`src/include/i2cs_map.vh`:
```
// Behaviour
// - address hold stretches, interrupts after 8th edge
// - start sets status; interrupt only if enabled
// - buffer read returns address, clears full flag
// - setting clock release stops holding clock low
// - read request stretches clock and interrupts
// - buffer load after ack sets full flag
// - master ack copied into ack received bit
// - stretch and interrupt repeat after every byte the master acks
// - master not-ack releases bus entirely
`ifndef I2CS_MAP_VH
`define I2CS_MAP_VH

// register byte offsets on the wishbone bus
`define I2CS_OFS_CTRL 8'h00
`define I2CS_OFS_STATUS 8'h04
`define I2CS_OFS_BUF 8'h08
`define I2CS_OFS_OWN 8'h0c
`define I2CS_OFS_IRQ_STAT 8'h10
`define I2CS_OFS_IRQ_MASK 8'h14

// port_control_three / port_control_two bits, gathered in ctrl
`define I2CS_CTRL_HOLD 0
`define I2CS_CTRL_START_IE 1
`define I2CS_CTRL_ACK_SEL 2
`define I2CS_CTRL_RELEASE 3

// port_status_reg bits (read only)
`define I2CS_ST_START 0
`define I2CS_ST_RW 1
`define I2CS_ST_DNA 2
`define I2CS_ST_FULL 3
`define I2CS_ST_ACK_TIME 4
`define I2CS_ST_ACKRX 5
`define I2CS_ST_STOP 6

// sticky interrupt status bits, write one to clear
`define I2CS_IRQ_PORT 0
`define I2CS_IRQ_NACK 1
`define I2CS_IRQ_STOP 2
`define I2CS_IRQ_W 3

// reset values and the last bit index of a byte
`define I2CS_RST_CTRL 4'h8
`define I2CS_RST_OWN 7'h2a
`define I2CS_RST_MASK 3'h0
`define I2CS_LAST_BIT 3'h7

`endif

```
`src/hw/i2cs_sync.v`:
```
`default_nettype none

module i2cs_sync #(
    parameter WIDTH = 2
) (
    // clock and reset
    input wire ref_clk_i,
    input wire rst_n_i,
    // asynchronous levels in, synchronised levels out
    input wire [WIDTH-1:0] async_i,
    output wire [WIDTH-1:0] sync_o
);

    reg [WIDTH-1:0] meta_q; // first stage, read only by the second
    reg [WIDTH-1:0] sync_q; // second stage, safe to use

    // two flip-flops; idle bus lines are high, so reset to ones
    always @(posedge ref_clk_i or negedge rst_n_i) begin
        if (!rst_n_i) begin
            meta_q <= {WIDTH{1'b1}};
            sync_q <= {WIDTH{1'b1}};
        end else begin
            meta_q <= async_i;
            sync_q <= meta_q;
        end
    end

    assign sync_o = sync_q;

endmodule // i2cs_sync

`default_nettype wire

```
`src/hw/i2cs_top.v`:
```
`include "i2cs_map.vh"
`default_nettype none

module i2cs_top (
    // clock and reset
    input wire ref_clk_i,
    input wire resetn_i,
    // wishbone classic slave
    input wire wb_cyc_i,
    input wire wb_stb_i,
    input wire wb_we_i,
    input wire [7:0] wb_adr_i,
    input wire [3:0] wb_sel_i,
    input wire [31:0] wb_dat_i,
    output wire [31:0] wb_dat_o,
    output wire wb_ack_o,
    // i2c clock line, open drain
    input wire scl_i,
    output wire scl_o,
    output wire scl_oe_o,
    // i2c data line, open drain
    input wire sda_i,
    output wire sda_o,
    output wire sda_oe_o,
    // interrupt
    output wire irq_o
);

    // one-hot engine states
    localparam [5:0] ST_IDLE = 6'h01; // bus free or not selected yet
    localparam [5:0] ST_ADDR = 6'h02; // clocking in address byte
    localparam [5:0] ST_AACK = 6'h04; // address acknowledge phase
    localparam [5:0] ST_TX = 6'h08; // shifting a byte to the master
    localparam [5:0] ST_DACK = 6'h10; // waiting for master ack
    localparam [5:0] ST_WAIT = 6'h20; // not ours, refused, a write, or not-acked: wait for stop

    // control reset word; each bit's reset value is picked out of it
    localparam [3:0] RST_CTRL = `I2CS_RST_CTRL;

    // reset release
    reg rst_meta_q;
    reg rst_n_q;

    // bus slave
    reg ack_q;
    reg [31:0] dat_q;
    reg [31:0] rd_data_d;

    // control bits
    reg addr_hold_enable_q;
    reg start_ie_q;
    reg ack_value_select_q;
    reg clock_release_q;
    reg [6:0] own_addr_q;

    // status bits
    reg start_seen_q;
    reg stop_seen_q;
    reg rw_q;
    reg data_not_addr_q;
    reg buffer_full_q;
    reg ack_time_flag_q;
    reg ack_received_q;
    reg [`I2CS_IRQ_W-1:0] irq_stat_q;
    reg [`I2CS_IRQ_W-1:0] irq_mask_q;

    // engine
    reg [5:0] state_q;
    reg [2:0] bit_cnt_q;
    reg [7:0] shift_q; // incoming address bits
    reg [7:0] tx_shift_q; // outgoing data, msb first
    reg [7:0] shift_buffer_q; // software view of the byte
    reg hold_q; // address hold was on when matched
    reg bit_seen_q; // a clock rise came since the last counted fall
    reg scl_prev_q;
    reg sda_prev_q;

    // pin and irq outputs
    reg scl_oe_q;
    reg sda_oe_q;
    reg line_o_q; // open drain only ever drives low
    reg irq_q;

    wire [1:0] pins_s;
    wire scl_s;
    wire sda_s;
    wire scl_rise;
    wire scl_fall;
    wire start_det;
    wire stop_det;
    wire bus_req;
    wire wr_stb;
    wire rd_stb;
    wire addr_match;

    // asynchronous assert, two-flop release of reset
    always @(posedge ref_clk_i or negedge resetn_i) begin
        if (!resetn_i) begin
            rst_meta_q <= 1'b0;
            rst_n_q <= 1'b0;
        end else begin
            rst_meta_q <= 1'b1;
            rst_n_q <= rst_meta_q;
        end
    end

    // both bus lines come from outside, synchronise before use
    i2cs_sync #(
        .WIDTH(2)
    ) i2cs_sync_inst (
        .ref_clk_i(ref_clk_i),
        .rst_n_i(rst_n_q),
        .async_i({scl_i, sda_i}),
        .sync_o(pins_s)
    );

    assign scl_s = pins_s[1];
    assign sda_s = pins_s[0];

    // edges and bus conditions on the synchronised lines
    assign scl_rise = scl_s & ~scl_prev_q;
    assign scl_fall = ~scl_s & scl_prev_q;
    assign start_det = scl_s & scl_prev_q & sda_prev_q & ~sda_s;
    assign stop_det = scl_s & scl_prev_q & ~sda_prev_q & sda_s;

    // a request is served once; ack_q blocks the repeat cycle
    assign bus_req = wb_cyc_i & wb_stb_i & ~ack_q;
    assign wr_stb = bus_req & wb_we_i & wb_sel_i[0];
    assign rd_stb = bus_req & ~wb_we_i;

    // seven address bits against own address
    assign addr_match = (shift_q[7:1] == own_addr_q);

    // read data mux; unmapped offsets read as zero
    always @* begin
        rd_data_d = 32'h0000_0000;
        case (wb_adr_i)
            `I2CS_OFS_CTRL: begin
                rd_data_d[`I2CS_CTRL_HOLD] = addr_hold_enable_q;
                rd_data_d[`I2CS_CTRL_START_IE] = start_ie_q;
                rd_data_d[`I2CS_CTRL_ACK_SEL] = ack_value_select_q;
                rd_data_d[`I2CS_CTRL_RELEASE] = clock_release_q;
            end
            `I2CS_OFS_STATUS: begin
                rd_data_d[`I2CS_ST_START] = start_seen_q;
                rd_data_d[`I2CS_ST_RW] = rw_q;
                rd_data_d[`I2CS_ST_DNA] = data_not_addr_q;
                rd_data_d[`I2CS_ST_FULL] = buffer_full_q;
                rd_data_d[`I2CS_ST_ACK_TIME] = ack_time_flag_q;
                rd_data_d[`I2CS_ST_ACKRX] = ack_received_q;
                rd_data_d[`I2CS_ST_STOP] = stop_seen_q;
            end
            `I2CS_OFS_BUF: rd_data_d[7:0] = shift_buffer_q;
            `I2CS_OFS_OWN: rd_data_d[6:0] = own_addr_q;
            `I2CS_OFS_IRQ_STAT: rd_data_d[`I2CS_IRQ_W-1:0] = irq_stat_q;
            `I2CS_OFS_IRQ_MASK: rd_data_d[`I2CS_IRQ_W-1:0] = irq_mask_q;
            default: rd_data_d = 32'h0000_0000;
        endcase
    end

    // registers and engine share one process: software effects come
    // first and hardware events later, so a same-cycle event wins
    always @(posedge ref_clk_i or negedge rst_n_q) begin
        if (!rst_n_q) begin
            ack_q <= 1'b0;
            dat_q <= 32'h0000_0000;
            addr_hold_enable_q <= RST_CTRL[`I2CS_CTRL_HOLD];
            start_ie_q <= RST_CTRL[`I2CS_CTRL_START_IE];
            ack_value_select_q <= RST_CTRL[`I2CS_CTRL_ACK_SEL];
            clock_release_q <= RST_CTRL[`I2CS_CTRL_RELEASE];
            own_addr_q <= `I2CS_RST_OWN;
            start_seen_q <= 1'b0;
            stop_seen_q <= 1'b0;
            rw_q <= 1'b0;
            data_not_addr_q <= 1'b0;
            buffer_full_q <= 1'b0;
            ack_time_flag_q <= 1'b0;
            ack_received_q <= 1'b0;
            irq_stat_q <= {`I2CS_IRQ_W{1'b0}};
            irq_mask_q <= `I2CS_RST_MASK;
            state_q <= ST_IDLE;
            bit_cnt_q <= 3'h0;
            shift_q <= 8'h00;
            tx_shift_q <= 8'hff;
            shift_buffer_q <= 8'h00;
            hold_q <= 1'b0;
            bit_seen_q <= 1'b0;
            scl_prev_q <= 1'b1;
            sda_prev_q <= 1'b1;
            scl_oe_q <= 1'b0;
            sda_oe_q <= 1'b0;
            line_o_q <= 1'b0;
            irq_q <= 1'b0;
        end else begin
            // wishbone answer one cycle after the strobe, for one cycle
            ack_q <= bus_req;
            dat_q <= rd_data_d;
            scl_prev_q <= scl_s;
            sda_prev_q <= sda_s;
            line_o_q <= 1'b0;

            // software writes
            if (wr_stb) begin
                case (wb_adr_i)
                    `I2CS_OFS_CTRL: begin
                        addr_hold_enable_q <= wb_dat_i[`I2CS_CTRL_HOLD];
                        start_ie_q <= wb_dat_i[`I2CS_CTRL_START_IE];
                        ack_value_select_q <= wb_dat_i[`I2CS_CTRL_ACK_SEL];
                        clock_release_q <= wb_dat_i[`I2CS_CTRL_RELEASE];
                    end
                    `I2CS_OFS_BUF: begin
                        // loads only count once the ack phase is over
                        if (state_q == ST_TX && !ack_time_flag_q) begin
                            shift_buffer_q <= wb_dat_i[7:0];
                            tx_shift_q <= wb_dat_i[7:0];
                            buffer_full_q <= 1'b1;
                        end
                    end
                    `I2CS_OFS_OWN: own_addr_q <= wb_dat_i[6:0];
                    `I2CS_OFS_IRQ_STAT: begin
                        irq_stat_q <= irq_stat_q & ~wb_dat_i[`I2CS_IRQ_W-1:0];
                    end
                    `I2CS_OFS_IRQ_MASK: irq_mask_q <= wb_dat_i[`I2CS_IRQ_W-1:0];
                    default: ;
                endcase
            end

            // reading the buffer empties it
            if (rd_stb && wb_adr_i == `I2CS_OFS_BUF) begin
                buffer_full_q <= 1'b0;
            end

            // byte engine
            case (state_q)
                ST_IDLE: ;
                ST_ADDR: begin
                    if (scl_rise) begin
                        shift_q <= {shift_q[6:0], sda_s};
                        bit_seen_q <= 1'b1;
                    end
                    // the fall that closes the start carries no bit
                    if (scl_fall && bit_seen_q) begin
                        bit_seen_q <= 1'b0;
                        bit_cnt_q <= bit_cnt_q + 3'h1;
                        if (bit_cnt_q == `I2CS_LAST_BIT) begin
                            if (addr_match) begin
                                state_q <= ST_AACK;
                                rw_q <= shift_q[0];
                                data_not_addr_q <= 1'b0;
                                shift_buffer_q <= shift_q;
                                buffer_full_q <= 1'b1;
                                ack_time_flag_q <= 1'b1;
                                hold_q <= addr_hold_enable_q;
                                // without hold the address is acked at once
                                if (addr_hold_enable_q) begin
                                    clock_release_q <= 1'b0;
                                    irq_stat_q[`I2CS_IRQ_PORT] <= 1'b1;
                                end
                            end else begin
                                state_q <= ST_WAIT;
                            end
                        end
                    end
                end
                ST_AACK: begin
                    // ninth falling edge closes the address ack
                    if (scl_fall) begin
                        ack_time_flag_q <= 1'b0;
                        bit_cnt_q <= 3'h0;
                        tx_shift_q <= 8'hff;
                        if (hold_q && ack_value_select_q) begin
                            state_q <= ST_WAIT;
                        end else if (rw_q) begin
                            state_q <= ST_TX;
                            clock_release_q <= 1'b0;
                            irq_stat_q[`I2CS_IRQ_PORT] <= 1'b1;
                        end else begin
                            // this path only transmits; writes are left alone
                            state_q <= ST_WAIT;
                        end
                    end
                end
                ST_TX: begin
                    if (scl_fall) begin
                        tx_shift_q <= {tx_shift_q[6:0], 1'b1};
                        bit_cnt_q <= bit_cnt_q + 3'h1;
                        if (bit_cnt_q == `I2CS_LAST_BIT) begin
                            state_q <= ST_DACK;
                            buffer_full_q <= 1'b0;
                            data_not_addr_q <= 1'b1;
                        end
                    end
                end
                ST_DACK: begin
                    if (scl_rise) begin
                        ack_received_q <= sda_s;
                        ack_time_flag_q <= 1'b1;
                    end
                    if (scl_fall) begin
                        ack_time_flag_q <= 1'b0;
                        bit_cnt_q <= 3'h0;
                        tx_shift_q <= 8'hff;
                        if (!ack_received_q) begin
                            state_q <= ST_TX;
                            clock_release_q <= 1'b0;
                            irq_stat_q[`I2CS_IRQ_PORT] <= 1'b1;
                        end else begin
                            // not-ack: let go of both lines for the stop
                            state_q <= ST_WAIT;
                            clock_release_q <= 1'b1;
                            irq_stat_q[`I2CS_IRQ_NACK] <= 1'b1;
                        end
                    end
                end
                ST_WAIT: ;
                default: state_q <= ST_IDLE;
            endcase

            // start and repeated start restart the address phase
            if (start_det) begin
                state_q <= ST_ADDR;
                bit_cnt_q <= 3'h0;
                bit_seen_q <= 1'b0;
                start_seen_q <= 1'b1;
                stop_seen_q <= 1'b0;
                clock_release_q <= 1'b1;
                ack_time_flag_q <= 1'b0;
                if (start_ie_q) begin
                    irq_stat_q[`I2CS_IRQ_PORT] <= 1'b1;
                end
            end else if (stop_det) begin
                state_q <= ST_IDLE;
                start_seen_q <= 1'b0;
                stop_seen_q <= 1'b1;
                clock_release_q <= 1'b1;
                ack_time_flag_q <= 1'b0;
                irq_stat_q[`I2CS_IRQ_STOP] <= 1'b1;
            end

            // clock held low only in stretch-capable phases
            scl_oe_q <= ~clock_release_q & (state_q == ST_AACK || state_q == ST_TX);
            // ack value from software under hold, else automatic ack
            sda_oe_q <= (state_q == ST_AACK && !(hold_q && ack_value_select_q))
                | (state_q == ST_TX && !tx_shift_q[7]);
            irq_q <= |(irq_stat_q & irq_mask_q);
        end
    end

    assign wb_ack_o = ack_q;
    assign wb_dat_o = dat_q;
    assign scl_o = line_o_q;
    assign scl_oe_o = scl_oe_q;
    assign sda_o = line_o_q;
    assign sda_oe_o = sda_oe_q;
    assign irq_o = irq_q;

endmodule // i2cs_top

`default_nettype wire

```
`config.mk`:
```
export PLATFORM = sky130hd
export DESIGN_NAME = i2cs_top
export DESIGN_NICKNAME = d
export VERILOG_FILES = /design/src/hw/i2cs_sync.v /design/src/hw/i2cs_top.v
export VERILOG_INCLUDE_DIRS = /design/src /design/src/include
export SDC_FILE = /design/constraint.sdc
export NUM_CORES = 1
export LEC_CHECK = 0
export BUFFER_PORTS_ARGS = -buffer_cell sky130_fd_sc_hd__buf_2
export CAP_MARGIN = 15
export CORE_MARGIN = 2
export CORE_UTILIZATION = 50
export CTS_CLUSTER_SIZE = 30
export DETAILED_ROUTE_END_ITERATION = 10
export PLACE_DENSITY = 0.82
export SLEW_MARGIN = 20
export SYNTH_ARGS = -nofsm -noshare
export SYNTH_HDL_FRONTEND = slang
export SYNTH_HIERARCHICAL = 1
export SYNTH_SLANG_ARGS = --single-unit
```
`constraint.sdc`:
```
create_clock -name ref_clk_i -period 5.6 [get_ports ref_clk_i]
set_clock_uncertainty 0.05 [all_clocks]
set_input_delay 1.68 -clock ref_clk_i [delete_from_list [all_inputs] [get_ports ref_clk_i]]
set_output_delay 1.68 -clock ref_clk_i [all_outputs]
set_load 0.02 [all_outputs]
```
==> flow_summary.toml <==
[route]
route.antenna.remaining_nets = 0
firstDrtPassIters = 5
vias_per_std_cell = 5.769
drt_drc_violations_left = 0
total_vias_in_the_final_route = 3115
detail_route.wl_per_cell_um = 16.38
drt-total-wl_um = 8844
detailed_router_s_first_iteration_violation_count = 263

[logic_synthesis]
synth_top_area_frac = 0.3632
synth_cells = 401
netlist_area_um2 = 4134
synth_edf_count = 0
ys_seq_area_frac = 0.4840
synth.largest_area_cell = "dfrtp_1"
synthesis.yosys.warnings = 6
syn-mean-instance-area_um2 = 10.31
most_frequently_used_flop_master_after_synthesis = "dfrtp_1"
synth_async_sr_flop_share = 1.000
top_area_cells_in_the_synthesized_netlist = "dfrtp_1, dfstp_2, mux2_2"
cell_variety_after_synth = 66
yosys_register_bits = 79

[timing]
min_period_ns = 3.552
setup-violations-final = 0
timing.setup.tns_ns = 0
slew_headroom = 0.3275
fmax_ghz = 0.2815
worstMarginPinSlew_ns = 0.9948
fin_crit_sh = 0.6343
rsz_0062_raised_after_global_routing = "false"
timing.final.max_slew_violations = 0
postLayoutSetupSlackWorst_ns = 2.048
hold_viol = 0
hold_ws_ns = 0.3082

[power_and_ir_drop]
powerDensity_nw_per_um2 = 275.1
leakage_power_nw = 2.096
max_rail_drop_vdd_v = 0.0001285
power.total_mw = 1.218

[min_path]
worst_hold_path.endpoint = "i2cs_sync_inst/sync_o[1]"
hold_start = "i2cs_sync_inst/meta_q[1]"
timing.hold.worst_path_depth = 0
worstHoldPathType = "register to register"

[die]
design.core.area_um2 = 8134
floorplan.initialDensity = 0.5082
die-area_um2 = 9012
die_h_um = 94.93
num_io_pins = 89
die_w_um = 94.93
placement_rows = 33

[cts]
cts_num_sinks = 79
postCtsResizedCells = 0
clk_path_buf_depth = 2
h-tree-depth = 3
root_buffer = "clkbuf_8"
cts_hold_buf = 0
clkLatencyLatePin_ns = 0.36
tritoncts = "done"
cts_inserted_buffers = 9
post-cts-setup-buffer-count = 0
clk_pin_slew_ns = 0.07

[final_layout]
n_fill_cell = 709
layout.cells.most_common_list = "dfrtp_1, nand2_1, buf_2"
finish.net_count = 486
layout-drive-gt1-share = 0.2598
finish.utilization = 0.5442
post-route-cell-area_um2 = 4427
antennaDiodeCount = 0
instances_no_fill = 540
layout_commonest_cell = "dfrtp_1"
syn_to_final_growth_pct = 7.082

[run]
max_cap_violations = 0

[worst_setup_path]
critPathRequiredTime_ns = 5.79
reg2reg_to = "shift_buffer_q[0]"
critical_path_peak_fanout = 15
cp.arrival_ns = 3.74
timing_worst_setup_path_type = "primary input to register"
setup.worst_path.end_class = "register"
critPathLaunchType = "primary input"
crit-reg2reg-launch = "state_q[5]"
regToRegSetupSlack_ns = 2.96
r2r.worst_path.cells = 5

[global_route]
maximum_number_of_pins_on_one_net_before_global_route_repair = 78
via_count_of_the_first_global_routing_pass = 2837
initial_antenna_violation_count = 0
grt.total_usage = 0.2077
grt-ovfl-total = 0
grt_pass1_wl_um = 14030

[place]
hpwl_um = 6300
preCtsSetupSlack_ns = 1.697
globalplace.congestion = 0.8665
port_buffers = 35
post_placement_cell_count = 524
place_area_um2 = 4229

[status]
result_of_the_run = "completed"
-- flip-flops by register name (all words and copies together) (netlist names), 2 cells and up --
register and count:
shift_buffer_q 8, bit_cnt_q 3, irq_mask_q 3, wb_dat_o 8, irq_stat_q 3, shift_q 8
i2cs_sync_inst/sync_o 2, i2cs_sync_inst/meta_q 2, state_q 6, own_addr_q 7, tx_shift_q 8
-- cells by family after synthesis --
family,count (synthesis),synth area share
AO/OA/AOI/OAI,78,0.1308
AND/OR/NAND/NOR,141,0.1765
other,2,0.001817
flip-flops,79,0.4840
multiplexers,32,0.08384
XOR/XNOR,11,0.02330
adder cells (fa/ha/maj),5,0.01513
buffers and inverters,53,0.08474
-- synthesized netlist by cell type (4+ instances only) --
master / count
dfstp_2: 19
dfrtp_1: 60
nand2_1: 57
buf_4: 27
a21oi_1: 18
ha_1: 5
inv_1: 11
o21ai_0: 15
mux2i_1: 11
buf_6: 6
xnor2_1: 4
nor2_1: 30
and3_1: 5
nor3_1: 8
buf_2: 4
nand3_1: 6
mux2_2: 21
a31oi_1: 16
clkbuf_1: 4
xor2_1: 7
a22oi_1: 5
-- worst max-delay path by stage --
stage	startpoint	end	slack, ns	cells after the start
after floorplan	wb_adr_i[2]	ack_value_select_q	2.23	5
final	wb_adr_i[3]	own_addr_q[0]	2.05	4
after global routing	wb_adr_i[3]	own_addr_q[4]	1.98	4
after CTS	wb_adr_i[3]	own_addr_q[0]	2.06	4
after global placement	wb_adr_i[3]	own_addr_q[6]	1.76	4
after detailed placement	wb_adr_i[3]	own_addr_q[6]	1.70	4
-- area by class of cell --
cell class / count / area, µm² / area share
Sequential cell: 79 / 2004 / 0.4528
Multi-Input combinational cell: 294 / 1877 / 0.4240
Timing Repair Buffer: 35 / 175.2 / 0.03957
Clock buffer: 10 / 137.6 / 0.03109
Tap cell: 105 / 131.4 / 0.02968
Clock inverter: 6 / 60.06 / 0.01357
Inverter: 11 / 41.29 / 0.009327
-- worst max-delay path, stage by stage --
cell    delay [ns]
buf_2         0.33
or4b_2        0.65
nor3_2        0.66
mux2_2        0.41
-- report_power, final --
group | internal (mW) | switching (mW)
registers | 0.598 | 0.0503
logic | 0.0577 | 0.0849
clock network | 0.216 | 0.212
total | 0.871 | 0.347
-- per-layer routing --
metal,vias to the layer above,track usage,routed length [µm]
li1,1431,-,-
met1,1526,0.2760,3787
met2,136,0.3215,4256
met3,22,0.03512,506
met4,0,0.1184,294
met5,-,0,0
Note: power is estimated with default switching activity, not from simulation.
